**config.mk**
```make
export PLATFORM = sky130hd
export DESIGN_NAME = phy_symbol_error_and_crossover_ctrl
export DESIGN_NICKNAME = d
export VERILOG_FILES = /design/src/rtl/phy_sec_pkg.sv /design/src/rtl/sym_err_if.sv /design/src/rtl/sym_err_counter.sv /design/src/rtl/phy_symbol_error_and_crossover_ctrl.sv
export VERILOG_INCLUDE_DIRS = /design/src /design/src/rtl
export SDC_FILE = /design/constraint.sdc
export NUM_CORES = 1
export LEC_CHECK = 0
export BUFFER_PORTS_ARGS = -buffer_cell sky130_fd_sc_hd__buf_2
export CAP_MARGIN = 20
export CORE_ASPECT_RATIO = 0.9
export CORE_MARGIN = 5
export CORE_UTILIZATION = 48
export CTS_CLUSTER_SIZE = 25
export DETAILED_ROUTE_END_ITERATION = 6
export PLACE_DENSITY = 0.79
export SETUP_SLACK_MARGIN = 0.4
export SLEW_MARGIN = 20
export SYNTH_ARGS = -nofsm -noshare
export SYNTH_HDL_FRONTEND = slang
export SYNTH_SLANG_ARGS = --single-unit
```
**constraint.sdc**
```tcl
create_clock -name clk_sys -period 1.8 [get_ports clk_sys]
set_input_delay 0.27 -clock clk_sys [delete_from_list [all_inputs] [get_ports clk_sys]]
set_output_delay 0.27 -clock clk_sys [all_outputs]
set_load 0.02 [all_outputs]
```
**src/rtl/phy_sec_params.svh**
```systemverilog
`ifndef PHY_SEC_PARAMS_SVH
`define PHY_SEC_PARAMS_SVH

// ----------------------------------------------------------------
// Register indices (byte address is four times the index)
// ----------------------------------------------------------------
`define SEC_ADDR_W 8
`define SEC_IDX_SYM_ERR 8'h1A
`define SEC_IDX_SPECIAL 8'h1B
`define SEC_IDX_BASIC_CTRL 8'h20
`define SEC_IDX_RESET_CTRL 8'h21
`define SEC_IDX_HARDWARE_CONFIG_REG 8'h22

// ----------------------------------------------------------------
// Field positions
// ----------------------------------------------------------------
`define SEC_BIT_SRC_SEL 15
`define SEC_BIT_AUTO_EN 14
`define SEC_BIT_MAN_STATE 13
`define SEC_BIT_HB_DIS 11
`define SEC_BIT_FAR_FAULT_INDICATION_ENABLE 5
`define SEC_BIT_TEN_MEG_POLARITY_REVERSED 4
`define SEC_BIT_SOFT_RST 0
`define SEC_BIT_PHY_RESET 1
`define SEC_BIT_STRAP_A 0
`define SEC_BIT_STRAP_B 1

// ----------------------------------------------------------------
// Reset values
// ----------------------------------------------------------------
`define SEC_SYM_ERR_RESET 16'h0000
`define SEC_SRC_SEL_RESET 1'b0
`define SEC_AUTO_EN_RESET 1'b0
`define SEC_MAN_STATE_RESET 1'b0
`define SEC_HB_DIS_RESET 1'b0
`define SEC_FEFI_FIBER 1'b1
`define SEC_FEFI_OTHER 1'b0

`endif

```
**src/rtl/phy_sec_pkg.sv**
```systemverilog
package phy_sec_pkg;

    typedef enum logic [1:0] {
        XOVER_STRAIGHT,
        XOVER_CROSS,
        XOVER_AUTO
    } xover_mode_type;

    typedef enum {
        BUS_IDLE,
        BUS_ANSWER
    } bus_state_type;

endpackage

```
**src/rtl/sym_err_if.sv**
```systemverilog
`timescale 1ns/1ps

interface sym_err_if #(
    parameter int COUNT_W = 16
);
    logic invalid_symbol;
    logic in_packet;
    logic ten_meg_mode;
    logic [COUNT_W-1:0] count;

    modport counter (
        input invalid_symbol,
        input in_packet,
        input ten_meg_mode,
        output count
    );

    modport user (
        output invalid_symbol,
        output in_packet,
        output ten_meg_mode,
        input count
    );
endinterface

```
**src/rtl/sym_err_counter.sv**
```systemverilog
`timescale 1ns/1ps
`include "phy_sec_params.svh"

module sym_err_counter #(
    parameter int COUNT_W = 16
) (
    input wire logic clk_sys,
    input wire logic rstn,
    sym_err_if.counter link
);

    logic [COUNT_W-1:0] count_reg;
    logic [COUNT_W-1:0] count_next;
    logic counted_reg;
    logic counted_next;
    logic bump;

    // ------------------------------------------------------------
    // Counting
    // ------------------------------------------------------------
    always_comb begin
        // Outside 10 Mbit/s mode idle errors count every time; inside a packet only the first
        bump = link.invalid_symbol && !link.ten_meg_mode
            && (!link.in_packet || !counted_reg);
        count_next = count_reg;
        if (bump) begin
            count_next = count_reg + 1'b1;
        end
        counted_next = link.in_packet && (counted_reg || bump);
    end

    always_ff @(posedge clk_sys or negedge rstn) begin
        if (!rstn) begin
            count_reg <= `SEC_SYM_ERR_RESET;
            counted_reg <= 1'b0;
        end else begin
            count_reg <= count_next;
            counted_reg <= counted_next;
        end
    end

    assign link.count = count_reg;
endmodule // sym_err_counter

```
**src/rtl/phy_symbol_error_and_crossover_ctrl.sv**
```systemverilog
`timescale 1ns/1ps
`include "phy_sec_params.svh"

module phy_symbol_error_and_crossover_ctrl #(
    parameter int COUNT_W = 16,
    parameter bit THIS_PORT_B = 1'b0
) (
    input wire logic clk_sys,
    input wire logic rstn,
    input wire logic [`SEC_ADDR_W-1:0] avs_address,
    input wire logic avs_read,
    input wire logic avs_write,
    input wire logic [31:0] avs_writedata,
    input wire logic [3:0] avs_byteenable,
    output logic [31:0] avs_readdata,
    output logic avs_waitrequest,
    input wire logic rx_invalid_symbol,
    input wire logic rx_in_packet,
    input wire logic ten_meg_mode,
    input wire logic fiber_mode,
    input wire logic rx_polarity_reversed,
    input wire logic auto_strap,
    input wire logic manual_strap,
    input wire logic other_port_auto_strap,
    output logic [1:0] crossover_mode,
    output logic heartbeat_test_enable,
    output logic far_fault_indication_enable,
    output logic [COUNT_W-1:0] invalid_code_count
);

    // ------------------------------------------------------------
    // Declarations
    // ------------------------------------------------------------
    localparam logic [`SEC_ADDR_W-1:0] ADDR_SYM = `SEC_ADDR_W'(`SEC_IDX_SYM_ERR * 4);
    localparam logic [`SEC_ADDR_W-1:0] ADDR_SPC = `SEC_ADDR_W'(`SEC_IDX_SPECIAL * 4);
    localparam logic [`SEC_ADDR_W-1:0] ADDR_BAS = `SEC_ADDR_W'(`SEC_IDX_BASIC_CTRL * 4);
    localparam logic [`SEC_ADDR_W-1:0] ADDR_RST = `SEC_ADDR_W'(`SEC_IDX_RESET_CTRL * 4);
    localparam logic [`SEC_ADDR_W-1:0] ADDR_HWC = `SEC_ADDR_W'(`SEC_IDX_HARDWARE_CONFIG_REG * 4);

    phy_sec_pkg::bus_state_type bus_state_reg, bus_state_next;
    logic waitrequest_reg, waitrequest_next;
    logic [31:0] readdata_reg, readdata_next;

    logic src_sel_reg, src_sel_next;
    logic auto_en_reg, auto_en_next;
    logic man_state_reg, man_state_next;
    logic hb_dis_reg, hb_dis_next;
    logic fefi_reg, fefi_next;
    logic ten_meg_polarity_reversed_reg, ten_meg_polarity_reversed_next;
    logic soft_rst_reg, soft_rst_next;

    logic straps_taken_reg, straps_taken_next;
    logic strap_auto_reg, strap_auto_next;
    logic strap_man_reg, strap_man_next;
    logic strap_other_reg, strap_other_next;

    phy_sec_pkg::xover_mode_type xover_reg, xover_next;
    logic hb_en_reg, hb_en_next;
    logic fefi_out_reg, fefi_out_next;
    logic [COUNT_W-1:0] count_out_reg;

    logic request;
    logic commit;
    logic wr_lo;
    logic wr_hi;
    logic phy_reset;
    logic [15:0] special_view;
    logic [15:0] hardware_config_reg_view;

    sym_err_if #(.COUNT_W(COUNT_W)) err_link ();

    // ------------------------------------------------------------
    // Symbol error counter
    // ------------------------------------------------------------
    assign err_link.invalid_symbol = rx_invalid_symbol;
    assign err_link.in_packet = rx_in_packet;
    assign err_link.ten_meg_mode = ten_meg_mode;

    sym_err_counter #(.COUNT_W(COUNT_W)) u_counter (
        .clk_sys(clk_sys),
        .rstn(rstn),
        .link(err_link)
    );

    // ------------------------------------------------------------
    // Avalon slave: one wait cycle, then answer
    // ------------------------------------------------------------
    assign request = avs_read || avs_write;
    // A write lands only on the edge where waitrequest is seen low
    assign commit = avs_write && (bus_state_reg == phy_sec_pkg::BUS_ANSWER);
    assign wr_lo = commit && avs_byteenable[0];
    assign wr_hi = commit && avs_byteenable[1];

    always_comb begin
        // Reserved positions stay zero here
        special_view = '0;
        special_view[`SEC_BIT_SRC_SEL] = src_sel_reg;
        special_view[`SEC_BIT_AUTO_EN] = auto_en_reg;
        special_view[`SEC_BIT_MAN_STATE] = man_state_reg;
        special_view[`SEC_BIT_HB_DIS] = hb_dis_reg;
        special_view[`SEC_BIT_FAR_FAULT_INDICATION_ENABLE] = fefi_reg;
        special_view[`SEC_BIT_TEN_MEG_POLARITY_REVERSED] = ten_meg_polarity_reversed_reg;
        hardware_config_reg_view = '0;
        hardware_config_reg_view[`SEC_BIT_STRAP_A] = THIS_PORT_B ? strap_other_reg : strap_auto_reg;
        hardware_config_reg_view[`SEC_BIT_STRAP_B] = THIS_PORT_B ? strap_auto_reg : strap_other_reg;
    end

    always_comb begin
        bus_state_next = bus_state_reg;
        waitrequest_next = 1'b1;
        readdata_next = readdata_reg;
        case (bus_state_reg)
            phy_sec_pkg::BUS_IDLE: begin
                if (request) begin
                    bus_state_next = phy_sec_pkg::BUS_ANSWER;
                    waitrequest_next = 1'b0;
                    readdata_next = '0;
                    case (avs_address)
                        // Reading the counter has no side effect
                        ADDR_SYM: readdata_next[COUNT_W-1:0] = count_out_reg;
                        ADDR_SPC: readdata_next[15:0] = special_view;
                        ADDR_BAS: readdata_next[`SEC_BIT_SOFT_RST] = soft_rst_reg;
                        ADDR_HWC: readdata_next[15:0] = hardware_config_reg_view;
                        default: readdata_next = '0;
                    endcase
                end
            end
            phy_sec_pkg::BUS_ANSWER: begin
                bus_state_next = phy_sec_pkg::BUS_IDLE;
            end
            default: begin
                bus_state_next = phy_sec_pkg::BUS_IDLE;
            end
        endcase
    end

    always_ff @(posedge clk_sys or negedge rstn) begin
        if (!rstn) begin
            bus_state_reg <= phy_sec_pkg::BUS_IDLE;
            waitrequest_reg <= 1'b1;
            readdata_reg <= '0;
        end else begin
            bus_state_reg <= bus_state_next;
            waitrequest_reg <= waitrequest_next;
            readdata_reg <= readdata_next;
        end
    end

    // ------------------------------------------------------------
    // Control and status bits
    // ------------------------------------------------------------
    assign phy_reset = wr_lo && (avs_address == ADDR_RST)
        && avs_writedata[`SEC_BIT_PHY_RESET] && soft_rst_reg;

    always_comb begin
        src_sel_next = src_sel_reg;
        auto_en_next = auto_en_reg;
        man_state_next = man_state_reg;
        hb_dis_next = hb_dis_reg;
        fefi_next = fefi_reg;
        soft_rst_next = soft_rst_reg;
        ten_meg_polarity_reversed_next = rx_polarity_reversed;
        if (wr_hi && (avs_address == ADDR_SPC)) begin
            src_sel_next = avs_writedata[`SEC_BIT_SRC_SEL];
            auto_en_next = avs_writedata[`SEC_BIT_AUTO_EN];
            man_state_next = avs_writedata[`SEC_BIT_MAN_STATE];
            hb_dis_next = avs_writedata[`SEC_BIT_HB_DIS];
        end
        if (wr_lo && (avs_address == ADDR_SPC)) begin
            fefi_next = avs_writedata[`SEC_BIT_FAR_FAULT_INDICATION_ENABLE];
        end
        if (wr_lo && (avs_address == ADDR_BAS)) begin
            soft_rst_next = avs_writedata[`SEC_BIT_SOFT_RST];
        end
        if (phy_reset) begin
            src_sel_next = `SEC_SRC_SEL_RESET;
            auto_en_next = `SEC_AUTO_EN_RESET;
            man_state_next = `SEC_MAN_STATE_RESET;
            hb_dis_next = `SEC_HB_DIS_RESET;
        end
        // Fiber level is only known after release, so load it on the first edge
        if (!straps_taken_reg) begin
            fefi_next = fiber_mode ? `SEC_FEFI_FIBER : `SEC_FEFI_OTHER;
        end
    end

    always_ff @(posedge clk_sys or negedge rstn) begin
        if (!rstn) begin
            src_sel_reg <= `SEC_SRC_SEL_RESET;
            auto_en_reg <= `SEC_AUTO_EN_RESET;
            man_state_reg <= `SEC_MAN_STATE_RESET;
            hb_dis_reg <= `SEC_HB_DIS_RESET;
            fefi_reg <= `SEC_FEFI_OTHER;
            ten_meg_polarity_reversed_reg <= 1'b0;
            soft_rst_reg <= 1'b0;
        end else begin
            src_sel_reg <= src_sel_next;
            auto_en_reg <= auto_en_next;
            man_state_reg <= man_state_next;
            hb_dis_reg <= hb_dis_next;
            fefi_reg <= fefi_next;
            ten_meg_polarity_reversed_reg <= ten_meg_polarity_reversed_next;
            soft_rst_reg <= soft_rst_next;
        end
    end

    // ------------------------------------------------------------
    // Strap capture at reset release
    // ------------------------------------------------------------
    always_comb begin
        straps_taken_next = 1'b1;
        strap_auto_next = strap_auto_reg;
        strap_man_next = strap_man_reg;
        strap_other_next = strap_other_reg;
        if (!straps_taken_reg) begin
            strap_auto_next = auto_strap;
            strap_man_next = manual_strap;
            strap_other_next = other_port_auto_strap;
        end
    end

    always_ff @(posedge clk_sys or negedge rstn) begin
        if (!rstn) begin
            straps_taken_reg <= 1'b0;
            strap_auto_reg <= 1'b0;
            strap_man_reg <= 1'b0;
            strap_other_reg <= 1'b0;
        end else begin
            straps_taken_reg <= straps_taken_next;
            strap_auto_reg <= strap_auto_next;
            strap_man_reg <= strap_man_next;
            strap_other_reg <= strap_other_next;
        end
    end

    // ------------------------------------------------------------
    // Crossover, heartbeat and far-end fault outputs
    // ------------------------------------------------------------
    always_comb begin
        if (src_sel_reg) begin
            // Reserved 11 falls to automatic; software must not use it
            if (auto_en_reg) begin
                xover_next = phy_sec_pkg::XOVER_AUTO;
            end else if (man_state_reg) begin
                xover_next = phy_sec_pkg::XOVER_CROSS;
            end else begin
                xover_next = phy_sec_pkg::XOVER_STRAIGHT;
            end
        end else begin
            if (strap_auto_reg) begin
                xover_next = phy_sec_pkg::XOVER_AUTO;
            end else if (strap_man_reg) begin
                xover_next = phy_sec_pkg::XOVER_CROSS;
            end else begin
                xover_next = phy_sec_pkg::XOVER_STRAIGHT;
            end
        end
        hb_en_next = !hb_dis_reg;
        fefi_out_next = fefi_reg;
    end

    always_ff @(posedge clk_sys or negedge rstn) begin
        if (!rstn) begin
            xover_reg <= phy_sec_pkg::XOVER_STRAIGHT;
            hb_en_reg <= 1'b1;
            fefi_out_reg <= 1'b0;
            count_out_reg <= '0;
        end else begin
            xover_reg <= xover_next;
            hb_en_reg <= hb_en_next;
            fefi_out_reg <= fefi_out_next;
            count_out_reg <= err_link.count;
        end
    end

    assign avs_readdata = readdata_reg;
    assign avs_waitrequest = waitrequest_reg;
    assign crossover_mode = xover_reg;
    assign heartbeat_test_enable = hb_en_reg;
    assign far_fault_indication_enable = fefi_out_reg;
    assign invalid_code_count = count_out_reg;
endmodule // phy_symbol_error_and_crossover_ctrl

```
==> metrics.md <==
| Metric | Value |
|---|---|
| Initial Util | `0.490` |
| Met1 Routed Length | `2.42 mm` |
| Crit path buffers/inverters | `1` |
| R2R Path Start | `u_counter.link.count[3]` |
| Worst R2R Path Depth | `5` |
| Fin. Hold Viols | `0` |
| CTS Root Cell | `clkbuf_8` |
| RSZ-0062 raised after global routing | `yes` |
| I/O Pins | `109` |
| Fin nets | `374` |
| TritonCTS clock tree | `built` |
| Die area | `7360 um2` |
| Max cap viols | `0` |
| Post-route insts no fill | `392` |
| Worst clock skew | `0.00944 ns` |
| Most used cell, CP | `nand4_1` |
| Post-Synth XOR/XNOR Area | `0.0477` |
| Post-synthesis cell type count | `43` |
| DR WL met3 | `373 um` |
| Critical path startpoint | `u_counter.link.count[3]` |
| Finished Cell Area | `3480 um2` |
| DP Area | `3160 um2` |
| Main combinational cell family by area after synthesis | `simple AND/OR/NAND/NOR gates` |
| Vias/cell | `5.05` |
| Final setup fails | `0` |
| Mapped Area | `2760 um2` |
| Util after Layout | `0.618` |
| Pins Over Slew Limit | `0` |
| Period minus WS final | `1.35 ns` |
| Antenna violations before repair | `0` |
| Yosys warnings | `0` |
| Via count | `1978` |
| First-pass detailed-route iteration total | `4` |
| Rows | `26` |
| Layout cells sized above 1 | `0.404` |
| Num CTS Buffers | `9` |
| Iteration-0 DRC Markers | `145` |
| Leak | `1.76 nW` |
| Hold Crit Endpoint | `ten_meg_polarity_reversed_reg` |
| Pwr per Cell Area | `1030 nW/um2` |
| Mux contribution to synthesized area | `0.0322` |
| Die height | `81.9 um` |
| # clock sinks | `66` |
| CTS Buffer Depth | `2` |
| Core area | `5630 um2` |
| Worst Setup Path Type | `reg -> reg` |
| Clk_lat worst skew | `0.33 ns` |
| Synth Area in Compound Gates | `0.0731` |
| All-Layer GR Usage | `0.164` |
| Hold WS | `0.0539 ns` |
| HPWL Detailed | `4.23 mm` |
| Placement Setup Slack | `0.151 ns` |
| Avg Inst Size Synth | `11.9 um2` |
| Maximum clock rate | `0.739 GHz` |
| Grt ovf | `0` |
| Hold path startpoint | `rx_polarity_reversed` |
| Routed WL | `5.88 mm` |
| Area grow syn2layout | `26.1%` |
| Max Used Layer | `met4` |
| Reg clk slew, reported paths | `0.07 ns` |
| Synth Area in Adders | `0.00454` |
| Hold path cells | `1` |
| Antenna Cells | `0` |
| Total chip power | `3.58 mW` |
| H-tree lvl count | `3` |
| Sequence of cells on the critical path | `nand4_1 -> nor4b_2 -> buf_4 -> nand4_1 -> xnor2_1` |
| First-pass GRT wire length | `9.39 mm` |
| WL met2 | `2.96 mm` |
| Post-Synth Simple-Gate Area | `0.175` |
| Reg2Reg Capture Point | `u_counter.link.count[13]` |
| Worst setup SP type | `register` |
| Largest net degree at the start of global routing | `67` |
| Seq/Total Area, Yosys | `0.600` |
| Worst EP required | `2.02 ns` |
| Post-route antenna net violation count | `0` |
| Worst path max stage delay | `0.41 ns` |
| Number of global-route vias before repair | `1966` |
| Slowest cell on crit path | `dfrtp_1` |
| Outcome | `finished clean` |
| Levels on crit path | `5` |
| Post-synthesis cell count | `231` |
| CP Data Arrival Time | `1.58 ns` |
| PnR worst setup slack | `0.446 ns` |
| Post-route DRC | `0` |
| HP Class | `in -> reg` |
| Gpl congestion | `0.809` |
| Final setup TNS | `0 ns` |
| I/O Buffers | `65` |
| Final Cycle Share | `0.752` |
| Synthesized flop and latch total | `66` |
| R2R Setup Slk | `0.45 ns` |
| Worst vdd ir | `581 uV` |
| Placed Cells | `368` |
| CP Capture Type | `register` |
| Critical-path maximum fanout | `5` |
| Die width | `89.9 um` |
| Wire per inst | `15.0 um` |
| Top delay family on crit path | `simple AND/OR/NAND/NOR gates` |
| Final-layout fill cell count | `455` |
## cell type report
class,instances,area [um2],area share
flip-flops and latches,66,1660,0.476
multi-input cells,154,1040,0.298
repair buffers,81,473,0.136
clock buffers,12,155,0.0446
well taps,70,87.6,0.0252
clock inverters,4,50.0,0.0144
inverters,5,18.8,0.00540
## per-layer routing
| metal | GRT usage | vias to the layer above |
|---|---|---|
| li1 | - | 939 |
| met1 | 0.198 | 965 |
| met2 | 0.264 | 61 |
| met3 | 0.0577 | 13 |
| met4 | 0.0848 | 0 |
| met5 | 0 | - |
## logic make-up (layout without fill, tap and decap cells)
group                      count (synthesis)  in the layout
AOI/OAI and AO/OA                         25             25
xor gates and xnor gates                  15             15
adders and majority gates                  1              1
buffers and inverters                     26            102
DFF                                       66             66
muxes                                      8              8
other                                      2             17
and+or+nand+nor                           88             88
## how the worst max path moves through the flow
stage	endpoint	slack, ns
floorplan	avs_readdata[1]	0.36
global placement	avs_readdata[1]	0.18
detailed placement	avs_readdata[1]	0.15
CTS	hb_dis_reg	0.41
global route	u_counter.link.count[15]	0.37
finish	u_counter.link.count[13]	0.45
## cells in the mapped netlist (all sizes together)
master	instances	area, um2
dfrtp	64	1600
nand2	35	131
buf	20	155
nand3	17	85.1
nor2	11	48.8
xnor2	9	78.8
a22oi	7	57.6
mux2	7	78.8
o21ai	7	42.5
a21oi	6	30.0
nand4	6	37.5
xor2	6	52.6
and3	5	31.3
inv	4	15.0
nor3b	3	45.1
conb	2	7.51
dfstp	2	52.6
nor3	2	10.0
a32o	1	10.0
a32oi	1	16.3
and4	1	8.76
and4bb	1	12.5
clkbuf	1	5.00
clkinv	1	3.75
ha	1	12.5
mux2i	1	10.0
nand2b	1	6.26
nand3b	1	7.51
nand4bb	1	11.3
nor2b	1	6.26
nor4b	1	15.0
o211ai	1	21.3
o21a	1	7.51
o41ai	1	16.3
or3b	1	11.3
or4b	1	13.8
## repair_timing
item | 4_1_cts | 5_1_grt
hold buffers | 1 | 0
setup endpoints to repair | 6 | 26
pin swaps | 1 | 2
buffers inserted | 1 | 6
resized for setup | 1 | 12
hold endpoints to repair | 64 | 0
## power by group
group | total, mW | internal [mW] | switching [mW]
clock | 1.25 | 0.713 | 0.538
sequential | 1.75 | 1.63 | 0.121
combinational | 0.574 | 0.251 | 0.323
## cell usage in the layout (no fill, tap or decap), types with 2 or more instances in the layout
master       n
a21oi_1      6
a22oi_1      6
and3_1       3
and3_4       2
buf_12       2
buf_2       65
buf_4       13
clkbuf_8    11
clkinvlp_4   2
conb_1      17
dfrtp_1     63
dfstp_2      2
inv_1        4
mux2_2       7
nand2_1     34
nand3_1     16
nand4_1      6
nor2_1       5
nor2_2       5
nor3_2       2
nor3b_4      2
o21ai_0      4
o21ai_2      2
xnor2_1      9
xor2_1       6
Power figures use the tool's default switching activity.
